### src/rtl/fsr_map.svh
/*
 Register offsets, bit positions, clear masks and counts of the fault and
 status register bank. Assumes inclusion by bare name from rtl/.
*/
`ifndef FSR_MAP_SVH
`define FSR_MAP_SVH

// Register offsets on the serial link
`define FSR_OFS_SAFETY       8'h23
`define FSR_OFS_LINK         8'h24
`define FSR_OFS_SUPPLY       8'h25

// First register bits
`define FSR_B_SELFTEST_HALT  22
`define FSR_B_REG3_FAIL      21
`define FSR_B_SELFTEST_B     18
`define FSR_B_SELFTEST_A     17
`define FSR_B_ANALOG_ST      16
`define FSR_B_CUR_MISMATCH   15
`define FSR_B_SLEEP_OVERTEMP 14
`define FSR_B_FAULT_COLL     13
`define FSR_B_WD_FAIL        12
`define FSR_B_INT_UV         11
`define FSR_B_INT_OV         10
`define FSR_B_NV_MIRROR      9
`define FSR_B_NV_CHECKSUM    8
`define FSR_B_GND_LOSS       7
`define FSR_B_OSC_ERR        6
`define FSR_B_SAFETY_CMP     5
`define FSR_B_FSM_CMP        4

// Second register bits
`define FSR_B_WAKE_REFUSED   22
`define FSR_B_FRAME_LEN      21
`define FSR_B_SEL_TIMEOUT    20
`define FSR_B_FRAME_CRC      19
`define FSR_B_STUCK_ONE      18
`define FSR_B_STUCK_ZERO     17
`define FSR_B_UNDEF_ADDR     16
`define FSR_B_STATUS_WRITE   15
`define FSR_B_ACC_SELFTEST   14
`define FSR_B_BOOST_HIGH     13
`define FSR_B_BOOST_LOW      12
`define FSR_B_BATT_LOW       11
`define FSR_B_XCVR_LOW       10
`define FSR_B_TEMP_CL_LO     5
`define FSR_B_TEMP_SUMMARY   4

// Third register bits
`define FSR_B_FULL_POWER     22
`define FSR_B_BOOST_LIVE     20
`define FSR_B_BYPASS_LIVE    19
`define FSR_B_PG_LO          16

// Field positions
`define FSR_RESERVED_BIT     23
`define FSR_CRC_MSB          3

// Bits a read-and-clear access may clear
`define FSR_CLR_SAFETY       24'h7F_FFF0
`define FSR_CLR_LINK         24'h5F_FFE0
`define FSR_CLR_SUPPLY       24'h47_0000

// Counts and checksum seed
`define FSR_WD_FAIL_LIMIT    4'hF
`define FSR_TSD_LIMIT        2'h3
`define FSR_CRC_SEED         4'hF

`endif

### src/rtl/fsr_pkg.sv
/*
 Types shared by the fault and status register bank.
 Assumes nothing beyond a SystemVerilog compiler.
*/
package fsr_pkg;
    typedef logic [23:0] fsr_word_t;

    // Which status register an access selects
    typedef enum logic [1:0] {
        FSR_SEL_NONE   = 2'b00,
        FSR_SEL_SAFETY = 2'b01,
        FSR_SEL_LINK   = 2'b10,
        FSR_SEL_SUPPLY = 2'b11
    } fsr_sel_e;
endpackage

### src/rtl/fsr_bank.sv
/*
 Fault and status register bank: three 24-bit latched status words read
 by the host through the serial link with read-and-clear semantics.
 Assumes event inputs are one-cycle pulses from logic on sys_clk, the
 link logic delivers decoded accesses on acc_*, and the live status
 pins are asynchronous.
*/
`timescale 1ns/1ps
`include "fsr_map.svh"

// Contract
// - Latch self-test halted flag at bit 22
// - Latch per-regulator internal failure, bits 21..19
// - Latch self-test errors at bits 18..16
// - Latch current mismatch at bit 15
// - Third thermal shutdown forces sleep, flag 14
// - Latch fault collector failure at bit 13
// - Latch watchdog failure at bit 12
// - Fifteen watchdog faults: sleep, clear counter, keep flag
// - Latch internal supply under/overvoltage, bits 11..10
// - Latch nonvolatile mismatch and checksum, bits 9..8
// - Latch ground, oscillator, compare errors, bits 7..4
// - Checksum in bits 3..0 of each word
// - Refuse disabling last wake source, flag it
// - Frame length error clears on valid frame
// - Latch link errors at bits 20..16
// - Flag status writes and self-test accesses
// - Latch early warnings, pulse interrupt when active
// - Latch transceiver supply low at bit 10
// - Latch per-cluster temperature warnings, bits 9..5
// - Summary warning is OR of clusters
// - Latch full power reached, raise interrupt
// - Boost and bypass bits are live
module fsr_bank #(
    parameter int WAKE_N = 3
) (
    input  wire logic              sys_clk,
    input  wire logic              nrst,
    input  wire logic              acc_req,
    input  wire logic              acc_write,
    input  wire logic [7:0]        acc_addr,
    input  wire logic              selftest_busy,
    input  wire logic              selftest_halted_evt,
    input  wire logic [2:0]        reg_internal_fail_evt,
    input  wire logic              selftest_b_err_evt,
    input  wire logic              selftest_a_err_evt,
    input  wire logic              analog_selftest_err_evt,
    input  wire logic              current_mismatch_evt,
    input  wire logic              tsd_evt,
    input  wire logic              fault_collector_evt,
    input  wire logic              wd_trig_fail_evt,
    input  wire logic              wd_trig_ok_evt,
    input  wire logic              int_supply_uv_evt,
    input  wire logic              int_supply_ov_evt,
    input  wire logic              nv_mirror_mismatch_evt,
    input  wire logic              nv_checksum_evt,
    input  wire logic              ground_loss_evt,
    input  wire logic              osc_err_evt,
    input  wire logic              safety_reg_cmp_evt,
    input  wire logic              fsm_cmp_evt,
    input  wire logic              wake_disable_req,
    input  wire logic [WAKE_N-1:0] wake_disable_sel,
    input  wire logic              frame_bad_len_evt,
    input  wire logic              frame_valid_evt,
    input  wire logic              select_timeout_evt,
    input  wire logic              frame_crc_evt,
    input  wire logic              input_stuck_one_evt,
    input  wire logic              input_stuck_zero_evt,
    input  wire logic              undef_addr_evt,
    input  wire logic              boost_fb_high_evt,
    input  wire logic              boost_fb_low_evt,
    input  wire logic              battery_low_evt,
    input  wire logic              xcvr_supply_low_evt,
    input  wire logic [4:0]        temp_warn_evt,
    input  wire logic              mode_active,
    input  wire logic              mode_first_recovery,
    input  wire logic              lp_to_fp_done_evt,
    input  wire logic              boost_switching_in,
    input  wire logic              bypass_on_in,
    input  wire logic [2:0]        reg_enabled,
    input  wire logic [2:0]        reg_pg_in,
    output logic                   rd_valid,
    output logic [23:0]            rd_data,
    output logic                   irq_pulse,
    output logic                   deep_sleep_req,
    output logic [WAKE_N-1:0]      wake_enable
);
    logic [1:0]              rst_sync_q;
    logic                    rst_n;
    logic [4:0]              pin_meta_q;
    logic [4:0]              pin_sync_q;
    fsr_pkg::fsr_word_t      safety_q, link_q, supply_q;
    fsr_pkg::fsr_word_t      safety_set, link_set, supply_set;
    fsr_pkg::fsr_word_t      safety_clr, link_clr, supply_clr;
    fsr_pkg::fsr_word_t      view;
    fsr_pkg::fsr_sel_e       sel;
    logic [3:0]              crc;
    logic                    rd_hit;
    logic                    rd_valid_q, rd_valid_d;
    fsr_pkg::fsr_word_t      rd_data_q, rd_data_d;
    fsr_pkg::fsr_sel_e       rd_sel_q, rd_sel_d;
    logic                    irq_q, irq_d;
    logic                    sleep_q, sleep_d;
    logic [3:0]              wd_cnt_q, wd_cnt_d;
    logic [1:0]              tsd_cnt_q, tsd_cnt_d;
    logic [WAKE_N-1:0]       wake_en_q, wake_en_d;
    logic                    wd_limit, tsd_limit, wake_refuse;

    // Reset release through two flops; assertion stays asynchronous
    always_ff @(posedge sys_clk or negedge nrst) begin
        if (!nrst) begin
            rst_sync_q <= 2'b00;
        end else begin
            rst_sync_q <= {rst_sync_q[0], 1'b1};
        end
    end
    assign rst_n = rst_sync_q[1];

    // Live pins are analog comparators, so two flops before use
    always_ff @(posedge sys_clk or negedge rst_n) begin
        if (!rst_n) begin
            pin_meta_q <= 5'h00;
            pin_sync_q <= 5'h00;
        end else begin
            pin_meta_q <= {boost_switching_in, bypass_on_in, reg_pg_in};
            pin_sync_q <= pin_meta_q;
        end
    end

    // Counters that turn repeated faults into a deep sleep request
    always_comb begin
        wd_limit  = wd_trig_fail_evt && (wd_cnt_q == `FSR_WD_FAIL_LIMIT - 4'h1);
        tsd_limit = tsd_evt && (tsd_cnt_q == `FSR_TSD_LIMIT - 2'h1);
        wd_cnt_d  = wd_cnt_q;
        if (wd_limit || wd_trig_ok_evt) begin
            wd_cnt_d = 4'h0;
        end else if (wd_trig_fail_evt) begin
            wd_cnt_d = wd_cnt_q + 4'h1;
        end
        tsd_cnt_d = tsd_limit ? 2'h0 : (tsd_evt ? tsd_cnt_q + 2'h1 : tsd_cnt_q);
        sleep_d   = wd_limit || tsd_limit;
    end

    // Wake enables: last enabled source can never be switched off
    always_comb begin
        wake_refuse = wake_disable_req && ((wake_en_q & ~wake_disable_sel) == '0);
        wake_en_d   = wake_en_q;
        if (wake_disable_req && !wake_refuse) begin
            wake_en_d = wake_en_q & ~wake_disable_sel;
        end
    end

    // Access decode; during link self-test an access is flagged and dropped
    always_comb begin
        sel = fsr_pkg::FSR_SEL_NONE;
        unique case (acc_addr)
            `FSR_OFS_SAFETY: sel = fsr_pkg::FSR_SEL_SAFETY;
            `FSR_OFS_LINK:   sel = fsr_pkg::FSR_SEL_LINK;
            `FSR_OFS_SUPPLY: sel = fsr_pkg::FSR_SEL_SUPPLY;
            default:         sel = fsr_pkg::FSR_SEL_NONE;
        endcase
        rd_hit = acc_req && !acc_write && !selftest_busy && (sel != fsr_pkg::FSR_SEL_NONE);
    end

    // Read views; reserved bits forced low, summary and live bits derived
    always_comb begin
        view = '0;
        unique case (sel)
            fsr_pkg::FSR_SEL_SAFETY: view = {1'b0, safety_q[22:4], 4'h0};
            fsr_pkg::FSR_SEL_LINK:   view = {1'b0, link_q[22:5], |link_q[9:5], 4'h0};
            fsr_pkg::FSR_SEL_SUPPLY: view = {1'b0, supply_q[22], 1'b0, pin_sync_q[4:3],
                                             supply_q[18:16], 16'h0000};
            fsr_pkg::FSR_SEL_NONE:   view = '0;
        endcase
        view[`FSR_RESERVED_BIT] = 1'b0;
    end

    fsr_crc4 #(
        .SEED (`FSR_CRC_SEED)
    ) u_crc (
        .data (view[23:4]),
        .crc  (crc)
    );

    // Read response and clear masks: only bits returned as set are cleared, except the frame length bit, cleared by a valid frame
    always_comb begin
        rd_valid_d = rd_hit;
        rd_data_d  = rd_hit ? {view[23:4], crc} : rd_data_q;
        rd_sel_d   = rd_hit ? sel : rd_sel_q;
        safety_clr = (rd_hit && sel == fsr_pkg::FSR_SEL_SAFETY) ?
                     (view & `FSR_CLR_SAFETY) : '0;
        link_clr   = (rd_hit && sel == fsr_pkg::FSR_SEL_LINK) ? (view & `FSR_CLR_LINK) : '0;
        supply_clr = (rd_hit && sel == fsr_pkg::FSR_SEL_SUPPLY) ? (view & `FSR_CLR_SUPPLY) : '0;
        link_clr[`FSR_B_FRAME_LEN] = frame_valid_evt;
    end

    // Event inputs mapped onto the latched bit positions
    always_comb begin
        safety_set = '0;
        safety_set[`FSR_B_SELFTEST_HALT] = selftest_halted_evt;
        safety_set[`FSR_B_REG3_FAIL -: 3] = {reg_internal_fail_evt[2],
                                             reg_internal_fail_evt[1],
                                             reg_internal_fail_evt[0]};
        safety_set[`FSR_B_SELFTEST_B]     = selftest_b_err_evt;
        safety_set[`FSR_B_SELFTEST_A]     = selftest_a_err_evt;
        safety_set[`FSR_B_ANALOG_ST]      = analog_selftest_err_evt;
        safety_set[`FSR_B_CUR_MISMATCH]   = current_mismatch_evt;
        safety_set[`FSR_B_SLEEP_OVERTEMP] = tsd_limit;
        safety_set[`FSR_B_FAULT_COLL]     = fault_collector_evt;
        safety_set[`FSR_B_WD_FAIL]        = wd_trig_fail_evt;
        safety_set[`FSR_B_INT_UV]         = int_supply_uv_evt;
        safety_set[`FSR_B_INT_OV]         = int_supply_ov_evt;
        safety_set[`FSR_B_NV_MIRROR]      = nv_mirror_mismatch_evt;
        safety_set[`FSR_B_NV_CHECKSUM]    = nv_checksum_evt;
        safety_set[`FSR_B_GND_LOSS]       = ground_loss_evt;
        safety_set[`FSR_B_OSC_ERR]        = osc_err_evt;
        safety_set[`FSR_B_SAFETY_CMP]     = safety_reg_cmp_evt;
        safety_set[`FSR_B_FSM_CMP]        = fsm_cmp_evt;

        link_set = '0;
        link_set[`FSR_B_WAKE_REFUSED] = wake_refuse;
        link_set[`FSR_B_FRAME_LEN]    = frame_bad_len_evt;
        link_set[`FSR_B_SEL_TIMEOUT]  = select_timeout_evt;
        link_set[`FSR_B_FRAME_CRC]    = frame_crc_evt;
        link_set[`FSR_B_STUCK_ONE]    = input_stuck_one_evt;
        link_set[`FSR_B_STUCK_ZERO]   = input_stuck_zero_evt;
        link_set[`FSR_B_UNDEF_ADDR]   = undef_addr_evt;
        link_set[`FSR_B_STATUS_WRITE] = acc_req && acc_write && !selftest_busy &&
                                        (sel != fsr_pkg::FSR_SEL_NONE);
        link_set[`FSR_B_ACC_SELFTEST] = acc_req && selftest_busy;
        link_set[`FSR_B_BOOST_HIGH]   = boost_fb_high_evt;
        link_set[`FSR_B_BOOST_LOW]    = boost_fb_low_evt;
        link_set[`FSR_B_BATT_LOW]     = battery_low_evt;
        link_set[`FSR_B_XCVR_LOW]     = xcvr_supply_low_evt;
        link_set[`FSR_B_TEMP_CL_LO +: 5] = temp_warn_evt;

        supply_set = '0;
        supply_set[`FSR_B_FULL_POWER] = lp_to_fp_done_evt;
        supply_set[`FSR_B_PG_LO +: 3] = reg_enabled & pin_sync_q[2:0];
    end

    // Interrupt pulse for early warnings in active modes and full power
    always_comb begin
        irq_d = ((mode_active || mode_first_recovery) &&
                 (boost_fb_high_evt || boost_fb_low_evt || battery_low_evt)) ||
                lp_to_fp_done_evt;
    end

    fsr_sticky #(.W(24)) u_safety (
        .clk   (sys_clk),
        .rst_n (rst_n),
        .set   (safety_set),
        .clr   (safety_clr),
        .q     (safety_q)
    );

    fsr_sticky #(.W(24)) u_link (
        .clk   (sys_clk),
        .rst_n (rst_n),
        .set   (link_set),
        .clr   (link_clr),
        .q     (link_q)
    );

    fsr_sticky #(.W(24)) u_supply (
        .clk   (sys_clk),
        .rst_n (rst_n),
        .set   (supply_set),
        .clr   (supply_clr),
        .q     (supply_q)
    );

    // Control and response registers; all wake sources enabled out of reset
    always_ff @(posedge sys_clk or negedge rst_n) begin
        if (!rst_n) begin
            rd_valid_q <= 1'b0;
            rd_data_q  <= '0;
            rd_sel_q   <= fsr_pkg::FSR_SEL_NONE;
            irq_q      <= 1'b0;
            sleep_q    <= 1'b0;
            wd_cnt_q   <= 4'h0;
            tsd_cnt_q  <= 2'h0;
            wake_en_q  <= '1;
        end else begin
            rd_valid_q <= rd_valid_d;
            rd_data_q  <= rd_data_d;
            rd_sel_q   <= rd_sel_d;
            irq_q      <= irq_d;
            sleep_q    <= sleep_d;
            wd_cnt_q   <= wd_cnt_d;
            tsd_cnt_q  <= tsd_cnt_d;
            wake_en_q  <= wake_en_d;
        end
    end

    assign rd_valid       = rd_valid_q;
    assign rd_data        = rd_data_q;
    assign irq_pulse      = irq_q;
    assign deep_sleep_req = sleep_q;
    assign wake_enable    = wake_en_q;
endmodule

### src/rtl/fsr_crc4.sv
/*
 Four-bit checksum over the twenty data bits of a status word,
 polynomial x^4+x+1, most significant bit first.
 Assumes the caller registers the result.
*/
`timescale 1ns/1ps
module fsr_crc4 #(
    parameter logic [3:0] SEED = 4'hF
) (
    input  wire logic [19:0] data,
    output logic      [3:0]  crc
);
    // Bit-serial shift unrolled by the loop
    always_comb begin
        logic [3:0] c;
        logic       fb;
        c  = SEED;
        fb = 1'b0;
        for (int i = 19; i >= 0; i--) begin
            fb = c[3] ^ data[i];
            c  = {c[2:0], 1'b0} ^ (fb ? 4'h3 : 4'h0);
        end
        crc = c;
    end
endmodule

### src/rtl/fsr_sticky.sv
/*
 Vector of latched event flags with per-bit clear.
 Assumes set and clear come from logic on the same clock.
*/
`timescale 1ns/1ps
module fsr_sticky #(
    parameter int W = 24
) (
    input  wire logic         clk,
    input  wire logic         rst_n,
    input  wire logic [W-1:0] set,
    input  wire logic [W-1:0] clr,
    output logic      [W-1:0] q
);
    logic [W-1:0] q_q;
    logic [W-1:0] q_d;

    // Set beats clear so an event during a read is not lost
    always_comb begin
        q_d = (q_q & ~clr) | set;
    end

    always_ff @(posedge clk or negedge rst_n) begin
        if (!rst_n) begin
            q_q <= '0;
        end else begin
            q_q <= q_d;
        end
    end

    assign q = q_q;
endmodule
### config.mk
export PLATFORM = sky130hd
export DESIGN_NAME = fsr_bank
export DESIGN_NICKNAME = d
export VERILOG_FILES = /design/src/rtl/fsr_pkg.sv /design/src/rtl/fsr_bank.sv /design/src/rtl/fsr_crc4.sv /design/src/rtl/fsr_sticky.sv
export VERILOG_INCLUDE_DIRS = /design/src /design/src/rtl
export SDC_FILE = /design/constraint.sdc
export NUM_CORES = 1
export LEC_CHECK = 0
export BUFFER_PORTS_ARGS = -buffer_cell sky130_fd_sc_hd__buf_2
export CORE_UTILIZATION = 50
export DETAILED_ROUTE_END_ITERATION = 8
export HOLD_SLACK_MARGIN = 0.03
export PLACE_DENSITY = 0.75
export SLEW_MARGIN = 5
export SYNTH_ARGS = -nofsm -noshare
export SYNTH_HDL_FRONTEND = slang
export SYNTH_SLANG_ARGS = --single-unit
export TNS_END_PERCENT = 30
### constraint.sdc
create_clock -name sys_clk -period 6.7 [get_ports sys_clk]
set_clock_uncertainty 0.15 [all_clocks]
set_input_delay 0.67 -clock sys_clk [delete_from_list [all_inputs] [get_ports sys_clk]]
set_output_delay 0.67 -clock sys_clk [all_outputs]
set_load 0.03 [all_outputs]
==> flow_summary.yaml <==
synth:
  synthDominantAreaCellType: "sky130_fd_sc_hd__dfrtp_1"
  synthCells: 320
  yosysMostFrequentCell: "sky130_fd_sc_hd__dfrtp_1"
  yosysUniqueCellTypes: 51
  synth-main-ff-cell: "sky130_fd_sc_hd__dfrtp_1"
  synth_net_count: 386
  synth_edf_count: 0
  synth.top_cells.by_area: "sky130_fd_sc_hd__dfrtp_1 (54%), sky130_fd_sc_hd__a21o_1 (6.5%), sky130_fd_sc_hd__xnor2_1 (4.0%), sky130_fd_sc_hd__nand2_1 (3.6%), sky130_fd_sc_hd__o31ai_1 (2.7%)"
  synth_seq_cells: 88
  ys_warn_count: 0
  yosys-top-cells-count: "sky130_fd_sc_hd__dfrtp_1 (85), sky130_fd_sc_hd__nand2_1 (38), sky130_fd_sc_hd__a21o_1 (34)"
  syn-mean-instance-area_um2: 12.3
  synth_area_um2: 3920
  synth.top_cell.area_share_pct: 54.2
  asyncSetResetFlopFracSynth_pct: 100
  post_synthesis_sequential_area_ratio_pct: 56.3
global_routing:
  grt_start_max_net_pins: 87
  antenna_found_initial: 0
  track_usage_pct: 21.3
  grt_overflow: 0
  grt_pass1_wl_um: 13600
  first_global_vias: 2741
clock_tree:
  cts.htree.levels: 3
  clock_path_buffers: 2
  post_cts_resized: 0
  tritoncts: "yes"
  numCtsBuffers: 9
  clkSlewWorstSetupHoldPaths_ns: 0.08
  clk_latency_ns: 0.35
  root_buffer: "sky130_fd_sc_hd__clkbuf_8"
  clock-sinks: 88
critical_path:
  critical_path.n_buffers_inverters: 1
  crit_path_cell_trace: "buf_2 -> and3b_1 -> a22oi_2 -> xnor2_1 -> xnor3_1 -> xnor2_1 -> xnor2_1 -> xnor2_1 -> mux2_4"
  critical_path_class: "in2reg"
  critical-path-top-delay-family: "XOR/XNOR gates"
  crit_path_end_kind: "flip-flop"
  critical-path-slowest-cell: "sky130_fd_sc_hd__and3b_1"
  ff2ff_setup_slack_ns: 4.06
  critical_path_required_ns: 6.79
  timing.critical_path.arrival_ns: 3.29
  startpoint_types: "input pin"
  worst_path_most_repeated_cell: "sky130_fd_sc_hd__xnor2_1"
  worst-path-max-fanout: 15
  crit_path_max_incr_delay_ns: 0.66
run_status:
  status: "finished clean"
cells_and_area:
  num_antenna_cells: 0
  synthToLayoutAreaGrowth_pct: 19.3
  layout.nets: 475
  postLayoutCoreUtil_pct: 63.2
  layout-drive-gt1-share_pct: 32.1
drt:
  drtIter0Drc: 218
  first_pass_iters: 4
  routed_via_density: 5.37
  drt_drc_violations_left: 0
  drt_wl_total_um: 8150
  wire_per_inst_um: 15.9
  dr_total_vias: 2755
  detail-route-antenna-nets: 0
sta:
  timing.final.setup_violations: 0
  fin_crit_period_ns: 3.20
  hold_viol_final: 0
  final.period_utilization_pct: 47.8
  setup_repair_after_global_routing_missed_its_margin: "false"
  timing.final.max_slew_violations: 0
  setup_tns_ns: 0
  hold-worst-slack_ns: 0.203
  clock.fmax_mhz: 313
  worst_slew_pin_slew_ns: 1.07
  max_slew_margin_pct: 28.5
power:
  fin_total_pwr_mw: 1.21
  switching_share_pct: 25.7
  power.density_nw_per_um2: 258
  clock_power_share_pct: 35.3
  peak_vdd_ir_v: 0.000167
  power.sequential.fraction_pct: 47.2
  power_switching_mw: 0.310
  power.static_leakage_nw: 2.12
  power.internal_mw: 0.896
  combPwrFrac_pct: 17.6
placement:
  dpl.hpwl_um: 5880
  globalplace.congestion: 0.826
  port-buffer-count: 92
floorplan:
  floorplan.initialDensity_pct: 52.9
  std_cell_rows: 31
  core-area_um2: 7410
  die-width_um: 90.6
  overall_die_area_um2: 8200
  die_y_um: 90.6
  design.portCount: 94
run:
  maxCapViolCount: 0
worst_hold_path:
  hp-class: "reg2reg"
==> cells by family (layout without fill, tap and decap cells) <==
family                   count (synthesis)  count (layout)  share of synthesized area (%)
buffers and inverters                   25             119                           3.29
flip-flops                              88              88                           56.3
multiplexers                             3               3                          0.925
adder cells (fa/ha/maj)                  2               2                          0.638
other                                    2               2                          0.192
XOR/XNOR                                35              35                           9.92
AND/OR/NAND/NOR                         74              74                           10.4
AO/OA/AOI/OAI                           91              91                           18.3
==> worst paths after layout <==
kind	start	endpoint	cells after the start
hold reg to reg	pin_meta_q[1]	pin_sync_q[1]	0
max in group asynchronous	rst_sync_q[1]	u_link.q[13]	0
min in group asynchronous	rst_sync_q[1]	u_link.q[10]	0
hold / removal	pin_meta_q[1]	pin_sync_q[1]	0
setup reg to reg	u_safety.q[19]	rd_data[0]	8
setup / recovery	acc_addr[0]	rd_data[0]	9
==> per-stage QoR <==
step	std cells	cell area, µm²	setup slack [ns]
floorplan	320	3920	3.90
global placement	496	4430	3.27
detailed placement	496	4430	3.13
CTS	513	4680	3.52
global route	513	4680	3.31
finish	513	4680	3.50
==> routing by layer <==
layer	routed length (µm)	share of wire, %	GRT usage [%]
met5	0	0	0
met4	107	1.3	7.26
met3	395	4.8	4.97
met2	3820	47	32.1
met1	3830	47	30.4
==> placed cells by master, fill, tap and decap left out, types with 4 or more instances in the layout <==
cell type	Yosys	layout
sky130_fd_sc_hd__buf_2	1	92
sky130_fd_sc_hd__dfrtp_1	85	84
sky130_fd_sc_hd__nand2_1	38	38
sky130_fd_sc_hd__a21o_1	34	34
sky130_fd_sc_hd__xnor2_1	18	18
sky130_fd_sc_hd__o31ai_1	14	14
sky130_fd_sc_hd__clkbuf_8	0	12
sky130_fd_sc_hd__o21ai_0	10	10
sky130_fd_sc_hd__xor2_1	10	10
sky130_fd_sc_hd__inv_1	8	8
sky130_fd_sc_hd__a22oi_1	8	8
sky130_fd_sc_hd__and4b_1	7	7
sky130_fd_sc_hd__a22o_1	6	6
sky130_fd_sc_hd__nand3_1	5	5
sky130_fd_sc_hd__nor2_1	5	5
sky130_fd_sc_hd__a22oi_2	4	4
==> worst reg2reg max path: stages (launching register included) <==
cell	delay, ns
sky130_fd_sc_hd__dfrtp_1	0.38
sky130_fd_sc_hd__and4b_2	0.20
sky130_fd_sc_hd__a211o_1	0.37
sky130_fd_sc_hd__xnor2_2	0.27
sky130_fd_sc_hd__xnor3_1	0.46
sky130_fd_sc_hd__xnor2_1	0.21
sky130_fd_sc_hd__xnor2_1	0.16
sky130_fd_sc_hd__xnor2_1	0.09
sky130_fd_sc_hd__mux2_4	0.25
==> power groups by stage <==
| stage | Combinational [mW] | Sequential (mW) | Clock (mW) |
|---|---|---|---|
| floorplan | 0.156 | 0.583 | 0 |
| global placement | 0.206 | 0.578 | 0 |
| detailed placement | 0.211 | 0.580 | 0 |
| CTS | 0.213 | 0.569 | 0.435 |
| global route | 0.230 | 0.573 | 0.458 |
| finish | 0.212 | 0.569 | 0.425 |
==> flip-flops by register name (all words and copies together), names as in the netlist <==
signal,count
rd_valid,1
irq_pulse,1
wake_enable,3
u_link.q,18
u_safety.q,19
pin_sync_q,5
deep_sleep_req,1
wd_cnt_q,4
rst_sync_q,2
pin_meta_q,5
rd_data,23
u_supply.q,4
tsd_cnt_q,2
==> what timing repair did <==
action,in CTS,in global routing
hold buffers,1,0
endpoints found under the hold margin,2,0
setup buffers,0,0
endpoints found under the setup margin,0,0
==> cell type report <==
type,instances,area (µm²)
Inverter,8,30.0
Tap cell,99,124
Clock inverter,4,75.1
Fill cell,607,2730
Multi-Input combinational cell,207,1590
Clock buffer,12,165
Timing Repair Buffer,95,485
Sequential cell,88,2210
(Power assumes the default switching activity.)
